===== config.mk =====
export PLATFORM = sky130hd
export DESIGN_NAME = ssf_status_top
export DESIGN_NICKNAME = d
export VERILOG_FILES = /design/src/ssf_err_flags.sv /design/src/ssf_status_top.sv
export SDC_FILE = /design/constraint.sdc
export NUM_CORES = 1
export LEC_CHECK = 0
export ABC_CLOCK_PERIOD_IN_PS = 1500
export BUFFER_PORTS_ARGS = -buffer_cell sky130_fd_sc_hd__buf_2
export CORE_ASPECT_RATIO = 1.4
export CORE_UTILIZATION = 43
export DETAILED_ROUTE_END_ITERATION = 7
export PLACE_DENSITY = 0.84
export SETUP_SLACK_MARGIN = 0.5
export SYNTH_ARGS = -nofsm -noshare
export SYNTH_HDL_FRONTEND = slang
export SYNTH_SLANG_ARGS = --single-unit

===== constraint.sdc =====
create_clock -name clock -period 1.5 [get_ports clock]
set_input_delay 0.075 -clock clock [delete_from_list [all_inputs] [get_ports clock]]
set_output_delay 0.075 -clock clock [all_outputs]
set_load 0.01 [all_outputs]

===== src/ssf_err_flags.sv =====
`timescale 1ns/100ps

// shared constants and carriers of the serial status flag block
package ssf_pkg;

  // register bus geometry
  localparam int ADDR_W = 12;
  localparam int DATA_W = 32;
  localparam int STRB_W = 4;

  // register byte offsets
  localparam logic [ADDR_W-1:0] FLAGS_OFS = 12'h000;
  localparam logic [ADDR_W-1:0] MASK_OFS = 12'h004;

  // field positions of the status flag word
  localparam int TX_IRQ_BIT = 15;
  localparam int RX_IRQ_BIT = 14;
  localparam int TX_CNT_LSB = 11;
  localparam int RX_CNT_LSB = 8;
  localparam int CNT_W = 3;
  localparam int OVW_BIT = 7;
  localparam int STARVE_BIT = 6;
  localparam int FMT_BIT = 5;
  localparam int GAP_BIT = 3;
  localparam int IDLE_BIT = 2;
  localparam int TXRDY_BIT = 1;
  localparam int RXRDY_BIT = 0;

  // byte lane that carries the error bits
  localparam int ERR_LANE = 0;

  // error flag indices inside the sticky flag module
  localparam int ERR_N = 3;
  localparam int ERR_OVW = 0;
  localparam int ERR_STARVE = 1;
  localparam int ERR_FMT = 2;

  // queue depth in frames and empty count
  localparam logic [CNT_W-1:0] QUEUE_DEPTH = 3'h4;
  localparam logic [CNT_W-1:0] QUEUE_EMPTY = 3'h0;

  // reset values and masks
  localparam logic [DATA_W-1:0] FLAGS_RESET = 32'h0000_8006;
  localparam logic [DATA_W-1:0] MASK_RESET = 32'h0000_0000;
  localparam logic [DATA_W-1:0] FLAGS_USED = 32'h0000_FFEF;
  localparam logic [DATA_W-1:0] ZERO_WORD = 32'h0000_0000;

  // apb request from the bus master
  typedef struct packed {
    logic psel;
    logic penable;
    logic pwrite;
    logic [ADDR_W-1:0] paddr;
    logic [DATA_W-1:0] pwdata;
    logic [STRB_W-1:0] pstrb;
  } ssf_apb_req_t;

  // apb answer of this slave
  typedef struct packed {
    logic [DATA_W-1:0] prdata;
    logic pready;
    logic pslverr;
  } ssf_apb_rsp_t;

  // indications from shift engine, queues and timers
  typedef struct packed {
    logic [CNT_W-1:0] tx_fill_count;
    logic [CNT_W-1:0] rx_fill_count;
    logic tx_fill_irq_cond;
    logic rx_fill_irq_cond;
    logic transfer_active;
    logic frame_done;
    logic gap_release;
    logic slave_mode;
    logic config_mode;
    logic master_stop_control;
    logic rx_overwrite_evt;
    logic tx_starve_evt;
    logic format_violation_evt;
  } ssf_core_in_t;

endpackage : ssf_pkg

// sticky error flags, set by events, cleared by write-one
module ssf_err_flags
  import ssf_pkg::*;
(
  input wire logic clock,
  input wire logic rst,
  input wire logic [ERR_N-1:0] set_evt,
  input wire logic [ERR_N-1:0] clr_w1c,
  input wire logic [ERR_N-1:0] enable,
  input wire logic cfg_clear,
  output logic [ERR_N-1:0] flags
);

  genvar i;

  // one flop per flag; an event in a write-one clear cycle is kept, one in a config clear cycle is lost
  generate
    for (i = 0; i < ERR_N; i++)
    begin : g_flag
      always_ff @(posedge clock)
      begin
        if (rst)
          flags[i] <= 1'b0;
        else if (cfg_clear)
          flags[i] <= 1'b0; // [RULE_09]
        else if (!enable[i])
          flags[i] <= 1'b0; // [RULE_06] [RULE_07]
        else if (set_evt[i])
          flags[i] <= 1'b1; // [RULE_08]
        else if (clr_w1c[i])
          flags[i] <= 1'b0; // [RULE_01]
      end
    end
  endgenerate

endmodule : ssf_err_flags


===== src/ssf_status_top.sv =====
// Functional notes
// RULE_01 - status read-only, errors cleared by writing one
// RULE_02 - bits 13:11 show queued transmit words
// RULE_03 - bits 10:8 show stored received words
// RULE_04 - bit 15 transmit fill interrupt, resets one
// RULE_05 - bit 14 receive fill interrupt, resets zero
// RULE_06 - bit 7 receive overwrite, slave mode only
// RULE_07 - bit 6 transmit starvation, slave mode only
// RULE_08 - bit 5 transfer format violation, write-one clear
// RULE_09 - configuration mode clears all three errors
// RULE_10 - bit 3 high between frame end and release
// RULE_11 - bit 2 idle: no transfer, empty or stopped
// RULE_12 - bit 1 high while transmit queue not full
// RULE_13 - bit 0 high while receive word queued
// RULE_14 - both queues hold at most four frames
// RULE_15 - bits 31:16 and 4 read zero
`timescale 1ns/100ps

module ssf_status_top
(
  input wire logic clock,
  input wire logic rst,
  input wire ssf_pkg::ssf_apb_req_t apb_req,
  output ssf_pkg::ssf_apb_rsp_t apb_rsp,
  input wire ssf_pkg::ssf_core_in_t core_in,
  output logic [ssf_pkg::DATA_W-1:0] status_flags,
  output logic irq
);

  import ssf_pkg::*;

  // apb phase of this slave
  typedef enum logic [0:0] {
    SSF_IDLE,
    SSF_ACCESS
  } ssf_phase_t;

  ssf_phase_t phase_reg;
  ssf_phase_t phase_next;
  ssf_apb_rsp_t rsp_reg;
  ssf_apb_rsp_t rsp_next;
  logic [DATA_W-1:0] flags_reg;
  logic [DATA_W-1:0] flags_next;
  logic [DATA_W-1:0] mask_reg;
  logic [DATA_W-1:0] mask_next;
  logic gap_reg;
  logic gap_next;
  logic irq_reg;
  logic [ERR_N-1:0] err_flags;
  logic [ERR_N-1:0] err_set;
  logic [ERR_N-1:0] err_clr;
  logic [ERR_N-1:0] err_enable;
  logic setup_cycle;
  logic write_fire;
  logic flags_write;
  logic mask_write;
  logic [CNT_W-1:0] tx_count;
  logic [CNT_W-1:0] rx_count;
  logic [DATA_W-1:0] lane_mask;

  // true when the address selects the given word
  function automatic logic reg_hit(input logic [ADDR_W-1:0] addr,
                                   input logic [ADDR_W-1:0] ofs);
    reg_hit = (addr == ofs);
  endfunction : reg_hit

  // true for any implemented word
  function automatic logic addr_mapped(input logic [ADDR_W-1:0] addr);
    addr_mapped = reg_hit(addr, FLAGS_OFS) || reg_hit(addr, MASK_OFS);
  endfunction : addr_mapped

  // limit a queue count to the queue depth
  function automatic logic [CNT_W-1:0] sat_count(
    input logic [CNT_W-1:0] cnt);
    if (cnt > QUEUE_DEPTH)
      sat_count = QUEUE_DEPTH;
    else
      sat_count = cnt;
  endfunction : sat_count

  // bus qualifiers
  assign setup_cycle = apb_req.psel && !apb_req.penable;
  assign write_fire = apb_req.psel && apb_req.penable && rsp_reg.pready &&
                      apb_req.pwrite;
  assign flags_write = write_fire && reg_hit(apb_req.paddr, FLAGS_OFS);
  assign mask_write = write_fire && reg_hit(apb_req.paddr, MASK_OFS);

  // expand byte strobes to a bit mask
  always_comb
  begin
    lane_mask = ZERO_WORD;
    for (int b = 0; b < STRB_W; b++)
      lane_mask[b*8 +: 8] = {8{apb_req.pstrb[b]}};
  end

  // queue counts never exceed four frames
  assign tx_count = sat_count(core_in.tx_fill_count); // [RULE_14]
  assign rx_count = sat_count(core_in.rx_fill_count); // [RULE_14]

  // error events, clears and slave-only gating
  always_comb
  begin
    err_set = ERR_N'(0);
    err_clr = ERR_N'(0);
    err_enable = {ERR_N{1'b1}};
    err_set[ERR_OVW] = core_in.rx_overwrite_evt; // [RULE_06]
    err_set[ERR_STARVE] = core_in.tx_starve_evt; // [RULE_07]
    err_set[ERR_FMT] = core_in.format_violation_evt; // [RULE_08]
    err_enable[ERR_OVW] = core_in.slave_mode; // [RULE_06]
    err_enable[ERR_STARVE] = core_in.slave_mode; // [RULE_07]
    if (flags_write && apb_req.pstrb[ERR_LANE])
    begin
      err_clr[ERR_OVW] = apb_req.pwdata[OVW_BIT]; // [RULE_01]
      err_clr[ERR_STARVE] = apb_req.pwdata[STARVE_BIT]; // [RULE_01]
      err_clr[ERR_FMT] = apb_req.pwdata[FMT_BIT]; // [RULE_01]
    end
  end

  // sticky error flags
  ssf_err_flags u_err_flags
  (
    .clock(clock),
    .rst(rst),
    .set_evt(err_set),
    .clr_w1c(err_clr),
    .enable(err_enable),
    .cfg_clear(core_in.config_mode), // [RULE_09]
    .flags(err_flags)
  );

  // frame gap indication: set at frame end, dropped on release
  always_comb
  begin
    gap_next = gap_reg;
    if (core_in.frame_done)
      gap_next = 1'b1; // [RULE_10]
    else if (core_in.gap_release)
      gap_next = 1'b0; // [RULE_10]
  end

  always_ff @(posedge clock)
  begin
    if (rst)
      gap_reg <= 1'b0;
    else
      gap_reg <= gap_next;
  end

  // assemble the status flag word; unused bits stay zero
  always_comb
  begin
    flags_next = ZERO_WORD; // [RULE_15]
    flags_next[TX_IRQ_BIT] = core_in.tx_fill_irq_cond; // [RULE_04]
    flags_next[RX_IRQ_BIT] = core_in.rx_fill_irq_cond; // [RULE_05]
    flags_next[TX_CNT_LSB +: CNT_W] = tx_count; // [RULE_02]
    flags_next[RX_CNT_LSB +: CNT_W] = rx_count; // [RULE_03]
    flags_next[OVW_BIT] = err_flags[ERR_OVW] &&
                          core_in.slave_mode; // [RULE_06]
    flags_next[STARVE_BIT] = err_flags[ERR_STARVE] &&
                             core_in.slave_mode; // [RULE_07]
    flags_next[FMT_BIT] = err_flags[ERR_FMT]; // [RULE_08]
    flags_next[GAP_BIT] = gap_reg; // [RULE_10]
    flags_next[IDLE_BIT] = !core_in.transfer_active &&
                           ((tx_count == QUEUE_EMPTY) ||
                            (!core_in.slave_mode &&
                             core_in.master_stop_control)); // [RULE_11]
    flags_next[TXRDY_BIT] = (tx_count != QUEUE_DEPTH); // [RULE_12]
    flags_next[RXRDY_BIT] = (rx_count != QUEUE_EMPTY); // [RULE_13]
    flags_next = flags_next & FLAGS_USED; // [RULE_15]
  end

  // flag word register, reset pattern has bits 15, 2 and 1 set
  always_ff @(posedge clock)
  begin
    if (rst)
      flags_reg <= FLAGS_RESET; // [RULE_04] [RULE_11] [RULE_12]
    else
      flags_reg <= flags_next;
  end

  // interrupt mask, written per byte lane
  always_comb
  begin
    mask_next = mask_reg;
    if (mask_write)
      mask_next = ((mask_reg & ~lane_mask) |
                   (apb_req.pwdata & lane_mask)) & FLAGS_USED;
  end

  always_ff @(posedge clock)
  begin
    if (rst)
      mask_reg <= MASK_RESET;
    else
      mask_reg <= mask_next;
  end

  // level interrupt while any unmasked flag is set
  always_ff @(posedge clock)
  begin
    if (rst)
      irq_reg <= 1'b0;
    else
      irq_reg <= |(flags_reg & mask_reg);
  end

  // apb phase tracking and answer
  always_comb
  begin
    phase_next = phase_reg;
    rsp_next = rsp_reg;
    case (phase_reg)
      SSF_IDLE:
      begin
        rsp_next.pready = 1'b0;
        rsp_next.pslverr = 1'b0;
        if (setup_cycle)
        begin
          phase_next = SSF_ACCESS;
          rsp_next.pready = 1'b1; // answer in the first access cycle
          rsp_next.pslverr = !addr_mapped(apb_req.paddr);
          rsp_next.prdata = ZERO_WORD;
          if (!apb_req.pwrite && reg_hit(apb_req.paddr, FLAGS_OFS))
            rsp_next.prdata = flags_reg; // [RULE_01]
          else if (!apb_req.pwrite && reg_hit(apb_req.paddr, MASK_OFS))
            rsp_next.prdata = mask_reg;
        end
      end
      SSF_ACCESS:
      begin
        // transfer ends at this edge; back to back setup follows
        phase_next = SSF_IDLE;
        rsp_next.pready = 1'b0;
        rsp_next.pslverr = 1'b0;
      end
      default:
      begin
        phase_next = SSF_IDLE;
        rsp_next.pready = 1'b0;
        rsp_next.pslverr = 1'b0;
      end
    endcase
  end

  always_ff @(posedge clock)
  begin
    if (rst)
    begin
      phase_reg <= SSF_IDLE;
      rsp_reg <= '0;
    end
    else
    begin
      phase_reg <= phase_next;
      rsp_reg <= rsp_next;
    end
  end

  // outputs straight from flops
  assign apb_rsp = rsp_reg;
  assign status_flags = flags_reg;
  assign irq = irq_reg;

endmodule : ssf_status_top


Yosys cells after proc, flatten, opt, wreduce, memory -nomap -nowiden
Index checks and enable logic that the tools add are counted.
- equal/unequal tests: 2
- order comparisons: 2
- bitwise operators: 7
- multiplexer cells: 17
- reduce and logical (&&, ||, !) cells: 31
- operators with widths (cell ; count):
    $and A16 B16 Y16 ; 2
    $and A32 B16 Y32 ; 1
    $mux W32 ; 1
    $reduce_or A32 Y1 ; 1
    $mux W16 ; 1
    $not A16 Y16 ; 1
    $or A16 B16 Y16 ; 1
    $logic_and A1 B1 Y1 ; 13
    $eq A12 B3 Y1 const B ; 1
    $logic_not A12 Y1 ; 1
    $mux W1 ; 9
    $mux W3 ; 3
    $reduce_bool A2 Y1 ; 4
    $gt A3 B3 Y1 const B ; 2
    $logic_not A1 Y1 ; 5
    $pmux W2 S2 ; 1
    $logic_not A3 Y1 ; 1
    $ne A3 B3 Y1 const B ; 1
    $reduce_bool A3 Y1 ; 1
    $reduce_or A3 Y1 ; 1
    $logic_or A1 B1 Y1 ; 2
    $mux W2 ; 1
    $not A1 Y1 ; 2
    $pmux W1 S2 ; 1
    other kinds (2) ; 2
- logic and storage cells: 71
- register bits: 87
- input port bits: 70

Logic depth before layout (Yosys ltp)
Gate-level depths: netlist (run 1).
- word-level depth: 8
- mapped depth: 6

By module
A second synthesis (run 1) with hierarchy kept.
- cells, all modules: 252
- area total of the unflattened synthesis: 2334.7 µm²
- modules (own cells, without submodules) (module ; instances ; cells each ; area each (µm²) ; sequential area each (µm²)):
    ssf_status_top ; 1 ; 242 ; 2219.6 ; 980.9
    ssf_err_flags ; 1 ; 10 ; 115.1 ; 60.1

Worst setup path before layout (run 1)
Ideal clock, no wire load.
- path kind: register to register
- start: reg phase_reg (netlist name)
- end: reg u_err_flags.flags[0]
- required time: 1385 ps
- cell stages (with the launch flop): 5
- clock period less this slack: 1332 ps
- path slack: 168 ps
- arrival time: 1217 ps
- cell sequence: dfxtp_1 -> and4_1 -> nand4_1 -> o31a_1 -> o21a_1
- RTL lines (element ; line ; RTL):
    to (signal, indexed assignment) ; ssf_err_flags.sv:106 ; flags[i] <= 1'b0;
    to (signal, indexed assignment) ; ssf_err_flags.sv:108 ; flags[i] <= 1'b0;
    to (signal, indexed assignment) ; ssf_err_flags.sv:110 ; flags[i] <= 1'b0;
    to (decl) ; ssf_err_flags.sv:94 ; output logic [ERR_N-1:0] flags

Worst setup path in the final report (run 1)
- start: reg phase_reg
- end: reg rsp_reg, in the netlist apb_rsp[7]
- cells in the longest elaborated chain, start to end: 2
- ends and longest elaborated chain (element ; line ; RTL):
    from (decl) ; ssf_status_top.sv:38 ; ssf_phase_t phase_reg;
    from (signal assigned) ; ssf_status_top.sv:254 ; phase_reg <= phase_next;
    $not A1 Y1 ; -- ;
    $reduce_and A2 Y1 (no line) ; -- ;
    to (signal assigned) ; ssf_status_top.sv:255 ; rsp_reg <= rsp_next;
    to (decl) ; ssf_status_top.sv:40 ; ssf_apb_rsp_t rsp_reg;
Every way passes these cells.
A chain may end at the register's enable or synchronous reset.

==> flow_metrics.tcl, run 1 <==
set metrics [dict create \
    status "completed" \
    ys_top_cells_by_area "dfxtp_1, buf_4, mux2i_1" \
    synth_top_cell_area_share 0.447 \
    die_x_um 64.2 \
    drtIter0Drc 96 \
    cts_buffers 5 \
    ios 137 \
    synth.most_common_cell "dfxtp_1" \
    drive_above_1_share 0.358 \
    cp_slowest_cell "or3_4" \
    post-route-min-period_ns 1.41 \
    hp-class "in2reg" \
    yosysSeqAreaShare 0.447 \
    synthArstFlopShare 0 \
    dieArea_um2 5720 \
    hpwl_mm 3.97 \
    regToRegSetupSlack_ns 0.09 \
    placed_area_um2 2680 \
    wirelength_mm 5.76 \
    cp.arrival_ns 1.66 \
    power_density_nw_per_um2 859 \
    crit_family "simple AND/OR/NAND/NOR gates" \
    first_pass_iters 5 \
    ant_nets 0 \
    via_count 2094 \
    synth_area_leader_cell "dfxtp_1" \
    antenna_cells 0 \
    num_rows 31 \
    critPathKind "reg2reg" \
    power_mw 2.54 \
    grt_use_total 0.197 \
    fin_crit_sh 0.939 \
    synth_warnings 0 \
    finClkSkew_ns 0.00890 \
    crit_path_start_kind "flop" \
    area_delta_synth_final_pct 26.6 \
    finalHoldViolCount 0 \
    grt_pass1_vias 1857 \
    clk_path_buf_depth 2 \
    die_y_um 89.1 \
    critPathCaptureType "flop" \
    overflow 0 \
    cp_data_required_time_ns 1.75 \
    core-area_um2 5200 \
    relSlewSlack 0.585 \
    synth_common_cells "dfxtp_1, buf_4, nand2_1, o21ai_0, a21oi_1" \
    syn_inst 250 \
    worstPathCellList "nor2_1, nand3b_1, buf_4, or3_4, o21ai_2" \
    cp_num_buf_inv 1 \
    viasPerCell 5.11 \
    synth_ff_type "dfxtp_1" \
    max_cap_violations 0 \
    insertion_delay_ns 0.31 \
    layout_setup_ws_ns 0.0909 \
    tritoncts "built" \
    tightestPinTransition_ns 0.623 \
    cts.sinks 52 \
    setup_viol 0 \
    clk_pin_slew_worst_paths_ns 0.09 \
    synth-edff-count 0 \
    avgSynthCellArea_um2 9.32 \
    ctsHtreeMaxLevel 2 \
    fmax_mhz 710 \
    max_stage_delay_ns 0.39 \
    critPathMaxFanout 7 \
    dp_slack_ns -0.0256 \
    antenna_found_initial 0 \
    synth.distinct_cells 36 \
    start_util 0.448 \
    whs_ns 0.00149 \
    grt_max_degree 34 \
    rsz0062_at_grt "true" \
    vdd_drop_max_mv 0.687 \
    clockRootBuffer "clkbuf_8" \
    wl_per_cell_um 14.1 \
    postLayoutCellArea_um2 2950 \
    drc 0 \
    maxSlewViolCount 0 \
    grt_pass1_wl_mm 8.54 \
    place.gp.congestion 0.781 \
    io_buffers 83 \
    final_nets 413 \
    synth_area_um2 2330 \
    synth-seq-cells 52 \
    setup_tns_ns 0 \
    power.leakage_nw 1.32 \
]
## worst paths after layout
path | start | endpoint | cells past startpoint
max | phase_reg | apb_rsp[7] | 5
min | core_in[0] | u_err_flags.flags[2] | 3
max reg2reg | phase_reg | apb_rsp[7] | 5
min reg2reg | apb_rsp[5] | apb_rsp[5] | 2
## routing by layer
metal,GRT usage,vias up,wire [um]
met4,0.107,0,240
met3,0.0497,24,386
met2,0.366,100,3120
li1,-,999,-
met5,0,-,0
met1,0.202,971,2020
## logic make-up after synthesis
logic type | count (synthesis) | synth area share
buffers and inverters | 55 | 0.151
other | 1 | 0.00161
AO/OA/AOI/OAI | 63 | 0.171
AND/OR/NAND/NOR | 64 | 0.165
flip-flops | 52 | 0.447
multiplexers | 15 | 0.0644
## layout by cell type, fill, tap and decap left out, types with 2 or more instances in the layout
cell,n
a21oi_1,16
a21oi_2,2
a221oi_1,2
a22o_1,2
a22oi_1,2
and4_4,2
buf_12,2
buf_2,83
buf_4,6
clkbuf_8,6
conb_1,34
dfxtp_1,50
dfxtp_2,2
dlygate4sd3_1,9
inv_1,5
mux2i_1,15
nand2_1,20
nand4_1,16
nor2_1,3
nor2b_1,5
nor3_1,4
nor3b_1,6
nor4_4,2
o21a_1,2
o21ai_0,7
o21ai_1,12
o21ai_2,11
o31a_1,2
or3_4,2
## tightest hold or removal path, cell delays in order
cell and delay [ns]:
buf_2 0.09, inv_1 0.04, a211oi_1 0.05
## cell type report
type | count | area [um2]
multi-input cells | 177 | 1090
well taps | 66 | 82.6
flip-flops and latches | 52 | 1040
clock buffers | 7 | 86.3
fillers | 485 | 2250
inverters | 5 | 18.8
clock inverters | 1 | 7.51
repair buffers | 102 | 617
## power breakdown
group          total (mW)  internal [mW]  switching [mW]  leakage [nW]
combinational       0.290          0.119           0.171         0.851
sequential           1.42           1.40          0.0193         0.424
clock               0.822          0.376           0.447        0.0445
## through the flow
step	instances	utilization
global placement	386	0.515
floorplan	283	-
detailed placement	386	0.515
finish	410	0.568
CTS	407	0.558
global route	410	0.568
## what timing repair did
| item | CTS | global route |
|---|---|---|
| resized for setup | 3 | 13 |
| pin swaps | 0 | 10 |
| endpoints found under the setup margin | 34 | 35 |
| hold endpoints to repair | 11 | 0 |
| cloned | 1 | 1 |
| hold buffers | 9 | 0 |
| setup buffers | 3 | 2 |
Power figures use the tool's default switching activity.
==> run 2: changes to the inputs <==
--- a/config.mk
+++ b/config.mk
@@ -5,12 +5,13 @@
 export SDC_FILE = /design/constraint.sdc
 export NUM_CORES = 1
 export LEC_CHECK = 0
+export ABC_AREA = 1
 export ABC_CLOCK_PERIOD_IN_PS = 1500
 export BUFFER_PORTS_ARGS = -buffer_cell sky130_fd_sc_hd__buf_2
 export CORE_ASPECT_RATIO = 1.4
-export CORE_UTILIZATION = 43
+export CORE_UTILIZATION = 46
 export DETAILED_ROUTE_END_ITERATION = 7
-export PLACE_DENSITY = 0.84
+export PLACE_DENSITY = 0.86
 export SETUP_SLACK_MARGIN = 0.5
 export SYNTH_ARGS = -nofsm -noshare
 export SYNTH_HDL_FRONTEND = slang
==> run 2 against run 1 <==
Net effect: the run now ends with hold timing left; first-iteration DRC count fell by 3.1%; sequential share of layout area fell by 5.8 points; clock power rose by 20%; cell count rose by 31%; clock-buffer cell count fell by 1; global-route usage rose by 2.4 points; non-clock buffer count rose by 15; total power rose by 14%; clock skew fell by 0.0017 ns; synthesized area rose by 15%; sequential power rose by 3%; worst setup slack improved by 0.13 ns.
==> flow_metrics.tcl, run 2 <==
set metrics [dict create \
    num_rows 32 \
    grt_max_degree 31 \
    hpwl_mm 4.52 \
    critPathMaxFanout 3 \
    first_pass_iters 4 \
    place.gp.congestion 0.815 \
    clockRootBuffer "clkbuf_8" \
    viasPerCell 4.90 \
    grt_pass1_wl_mm 10.4 \
    mostFrequentLayoutCells "buf_2, nand2_1, dfxtp_1" \
    clk_path_buf_depth 2 \
    via_count 2638 \
    ys_top_cells_by_area "dfxtp_1, buf_4, nand2_1" \
    globalRouteMet2Util 0.390 \
    yosysSeqAreaShare 0.388 \
    rsz0062_at_grt "true" \
    drive_above_1_share 0.294 \
    maxSlewViolCount 0 \
    dp_slack_ns 0.167 \
    r2r_start "phase_reg" \
    violations "hold timing" \
    layout_setup_ws_ns 0.217 \
    setup_viol 0 \
    synth_area_um2 2680 \
    regToRegSetupSlack_ns 0.22 \
    synthArstFlopShare 0 \
    num-fill-cells 456 \
    ios 137 \
    holdPathStages 3 \
    io_buffers 83 \
    gr-usage-met3 0.0382 \
    rr_endpoint "u_err_flags.flags[1]" \
    status "complete, but fails checks" \
    fmax_mhz 779 \
    min_from "apb_req[7]" \
    drtIter0Drc 93 \
    synth-edff-count 0 \
    power.leakage_nw 1.85 \
    power_density_nw_per_um2 818 \
    use_met1 0.251 \
    crit_path_start_kind "flop" \
    wirelength_mm 6.80 \
    antenna_found_initial 0 \
    grt_use_total 0.220 \
    cts.sinks 52 \
    wl_per_cell_um 12.6 \
    cts_buffers 5 \
    area_delta_synth_final_pct 31.7 \
    cp_data_required_time_ns 1.70 \
    dieArea_um2 6150 \
    finClkSkew_ns 0.00724 \
    die_x_um 66.5 \
    synth_warnings 0 \
    ant_nets 0 \
    post-route-min-period_ns 1.28 \
    synth_area_leader_cell "dfxtp_1" \
    insertion_delay_ns 0.30 \
    clk_pin_slew_worst_paths_ns 0.09 \
    finalHoldViolCount 1 \
    synth-seq-cells 52 \
    critPathKind "reg2reg" \
    syn_inst 363 \
    max_cap_violations 0 \
    avgSynthCellArea_um2 7.39 \
    final_common_cell "buf_2" \
    worstRegToRegCells 7 \
    cp.arrival_ns 1.48 \
    whs_ns -0.00106 \
    gr-max-usage-layer "met2" \
    setup_tns_ns 0 \
    placed_area_um2 3000 \
    synth_top_cell_area_share 0.388 \
    grt_pass1_vias 2365 \
    die_y_um 92.4 \
    fin_crit_sh 0.855 \
    drc 0 \
    synth_ff_type "dfxtp_1" \
    synth.distinct_cells 28 \
    final_nets 539 \
    hp-class "in2reg" \
    postLayoutCellArea_um2 3530 \
    synth.most_common_cell "nand2_1" \
    critPathCaptureType "flop" \
    core-area_um2 5570 \
    synth_common_cells "nand2_1, dfxtp_1, inv_1" \
    vdd_drop_max_mv 0.780 \
    overflow 0 \
    antenna_cells 0 \
    tritoncts "built" \
    start_util 0.482 \
    ctsHtreeMaxLevel 2 \
]
-- run 2: where the power goes --
| part | total [mW] | leakage [nW] | switching [mW] | internal, mW |
|---|---|---|---|---|
| Clock | 0.988 | 0.0614 | 0.443 | 0.545 |
| Combinational | 0.437 | 1.36 | 0.240 | 0.197 |
| Sequential | 1.46 | 0.426 | 0.0323 | 1.43 |
-- run 2: worst max-delay path by stage --
stage | startpoint | endpoint | cells past startpoint | slack (ns)
detailed placement | apb_req[47] | apb_rsp[17] | 9 | 0.17
floorplan | phase_reg | flop | 6 | 0.39
finish | phase_reg | u_err_flags.flags[1] | 7 | 0.22
global placement | apb_req[43] | apb_rsp[14] | 9 | 0.26
global route | phase_reg | u_err_flags.flags[1] | 7 | 0.16
CTS | phase_reg | flop | 7 | 0.29
-- run 2: cells by family after synthesis --
logic type / share of synthesized area
AOI/OAI and AO/OA: 0.0639
buffers and inverters: 0.209
DFF: 0.388
and+or+nand+nor: 0.338
other: 0.00140
-- run 2: layout make-up --
cell class / count / area (um2) / share of cell area
multi-input combinational: 243 / 1290 / 0.367
tap: 68 / 85.1 / 0.0241
inverter: 50 / 188 / 0.0531
clock buffer: 6 / 82.6 / 0.0234
timing repair buffer: 117 / 800 / 0.226
clock inverter: 2 / 38.8 / 0.0110
sequential: 52 / 1040 / 0.295
-- run 2: worst max-delay path, stage by stage, from the launching register on --
cell and delay [ns]:
dfxtp_2 0.34, nand4_1 0.13, buf_4 0.17, nor2_4 0.18
buf_6 0.14, nand4_1 0.07, nand2_1 0.09, a21oi_1 0.07
-- run 2: per-layer routing --
metal  up-vias  share of wire
li1       1301              -
met1      1177           0.36
met2       139           0.54
met3        21          0.072
met4         0          0.028
met5         -              0
-- run 2: timing repair --
item | in CTS | in global routing
hold buffers | 16 | 0
hold endpoints to repair | 16 | 0
cloned | 2 | 2
setup buffers | 5 | 4
resized for setup | 10 | 15
pin swaps | 1 | 7
endpoints found under the setup margin | 34 | 37
-- run 2: stage by stage --
stage | hold slack, ns | util | power (mW) | std cells
after floorplan | 0.151 | - | 1.76 | 396
after global placement | 0.259 | 0.540 | 1.84 | 501
final | -0.00106 | 0.635 | 2.89 | 538
after global routing | 0.00592 | 0.635 | 3.01 | 538
after detailed placement | 0.262 | 0.540 | 1.85 | 501
after CTS | 0.00241 | 0.613 | 2.88 | 532
==> run 3: changes to the inputs <==
--- a/config.mk
+++ b/config.mk
@@ -9,9 +9,10 @@
 export ABC_CLOCK_PERIOD_IN_PS = 1500
 export BUFFER_PORTS_ARGS = -buffer_cell sky130_fd_sc_hd__buf_2
 export CORE_ASPECT_RATIO = 1.4
-export CORE_UTILIZATION = 46
+export CORE_UTILIZATION = 47
+export CTS_BUF_LIST = sky130_fd_sc_hd__clkbuf_8
 export DETAILED_ROUTE_END_ITERATION = 7
-export PLACE_DENSITY = 0.86
+export PLACE_DENSITY = 0.87
 export SETUP_SLACK_MARGIN = 0.5
 export SYNTH_ARGS = -nofsm -noshare
 export SYNTH_HDL_FRONTEND = slang
==> run 3 against run 2 <==
Net effect: the flow still finishes with violations (hold timing); highest routed layer unchanged; clock skew rose by 0.0012 ns; global-route usage rose by 1.3 points; largest power group unchanged; hold slack got worse by 0.0026 ns; clock-buffer cell count fell by 1.
==> flow_metrics.tcl, run 3 (same netlist as run 2, synthesis figures left out) <==
set metrics [dict create \
    status "complete, but fails checks" \
    violations "hold timing" \
    rsz0062_at_grt "true" \
    overflow 0 \
    critPathCaptureType "flop" \
    grt_pass1_wl_mm 10.9 \
    crit_family "simple AND/OR/NAND/NOR gates" \
    grt_max_degree 31 \
    power_mw 2.68 \
    hp-class "in2reg" \
    ctsHtreeMaxLevel 2 \
    clk_path_buf_depth 2 \
    finalHoldViolCount 2 \
    max_stage_delay_ns 0.33 \
    core-area_um2 5490 \
    finClkSkew_ns 0.00846 \
    power.leakage_nw 1.85 \
    mostFrequentLayoutCells "buf_2, nand2_1, dfxtp_1" \
    wirelength_mm 6.89 \
    grt_pass1_vias 2409 \
    hpwl_mm 4.33 \
    cp.arrival_ns 1.48 \
    ios 137 \
    insertion_delay_ns 0.30 \
    cts.sinks 52 \
    maxSlewViolCount 0 \
    fmax_mhz 787 \
    antenna_cells 0 \
    die_x_um 65.9 \
    vdd_drop_max_mv 0.832 \
    wl_per_cell_um 12.8 \
    area_delta_synth_final_pct 32.4 \
    drive_above_1_share 0.311 \
    setup_viol 0 \
    power_density_nw_per_um2 755 \
    dieArea_um2 6020 \
    cp_data_required_time_ns 1.71 \
    place.gp.congestion 0.818 \
    cts_buffers 5 \
    whs_ns -0.00364 \
    final_nets 540 \
    tritoncts "built" \
    die_y_um 91.4 \
    crit_path_start_kind "flop" \
    drtIter0Drc 140 \
    via_count 2634 \
    io_buffers 83 \
    antenna_found_initial 0 \
    grt_use_total 0.233 \
    drc 0 \
    setup_tns_ns 0 \
    cp_num_buf_inv 0 \
    clockRootBuffer "clkbuf_8" \
    worstPathCellList "nand4_1, nor2_4, nand3_4, nor2_1, nor2_1" \
    start_util 0.489 \
    fin_crit_sh 0.847 \
    clk_pin_slew_worst_paths_ns 0.09 \
    num_rows 32 \
    max_cap_violations 0 \
    final_util 0.647 \
    ant_nets 0 \
    critPathMaxFanout 8 \
    first_pass_iters 5 \
    post-route-min-period_ns 1.27 \
    timing.critical_path.mode_cell "nor2_1" \
    cp_slowest_cell "dfxtp_2" \
    critPathKind "reg2reg" \
    num-fill-cells 438 \
    viasPerCell 4.90 \
    final_common_cell "buf_2" \
]
-- run 3: changes by cell type in the layout (fill, tap and decap cells not counted), sizes merged --
cell,change
buf,+1
clkbuf,-2
bufinv,-1
clkinvlp,+1
bufbuf,+1
-- run 3: worst paths after layout --
path / slack (ns) / from / depth (start not counted) / endpoint
hold reg to reg: 0.43 / u_err_flags.flags[2] / 2 / status_flags[5]
setup / recovery: 0.23 / phase_reg / 5 / flop
setup reg to reg: 0.23 / phase_reg / 5 / flop
hold / removal: -0.004 / apb_req[14] / 3 / flop
-- run 3: layout make-up --
cell class,instances,area (um2),share of cell area
multi-input cells,243,1330,0.374
inverters,50,188,0.0529
well taps,68,85.1,0.0240
flip-flops and latches,52,1040,0.294
repair buffers,118,828,0.233
clock buffers,5,68.8,0.0194
clock inverters,2,12.5,0.00352
-- run 3: per-layer routing --
layer,track usage,wire (um),up-vias
li1,-,-,1300
met4,0.114,196,0
met2,0.410,3660,142
met3,0.0339,458,22
met5,0,0,-
met1,0.264,2580,1170
-- run 3: where the power goes --
part / switching, mW / total (mW) / internal (mW)
combinational: 0.241 / 0.456 / 0.214
sequential: 0.0319 / 1.46 / 1.43
clock: 0.449 / 0.766 / 0.317
total: 0.722 / 2.68 / 1.96
-- run 3: metrics by stage --
stage          instance area [um2]  setup WS [ns]  instances  hold WS, ns
2_1_floorplan                 2810          0.394        396        0.151
3_3_place_gp                  2980          0.222        500        0.259
3_5_place_dp                  2980          0.163        500        0.261
4_1_cts                       3490          0.235        536     0.000227
5_1_grt                       3550          0.150        538      0.00620
6_report                      3550          0.229        538     -0.00364
-- run 3: worst reg2reg max path: cells and delay by family (launching register included) --
kind	cells	cell delay, ns
DFF	1	0.33
and+or+nand+nor	5	0.84
-- run 3: what timing repair did --
item,4_1_cts,5_1_grt
hold buffers,16,0
setup endpoints to repair,35,36
gates cloned,4,1
buffers inserted,9,1
hold endpoints to repair,18,0
gates resized for setup,22,10
pin swaps,12,6
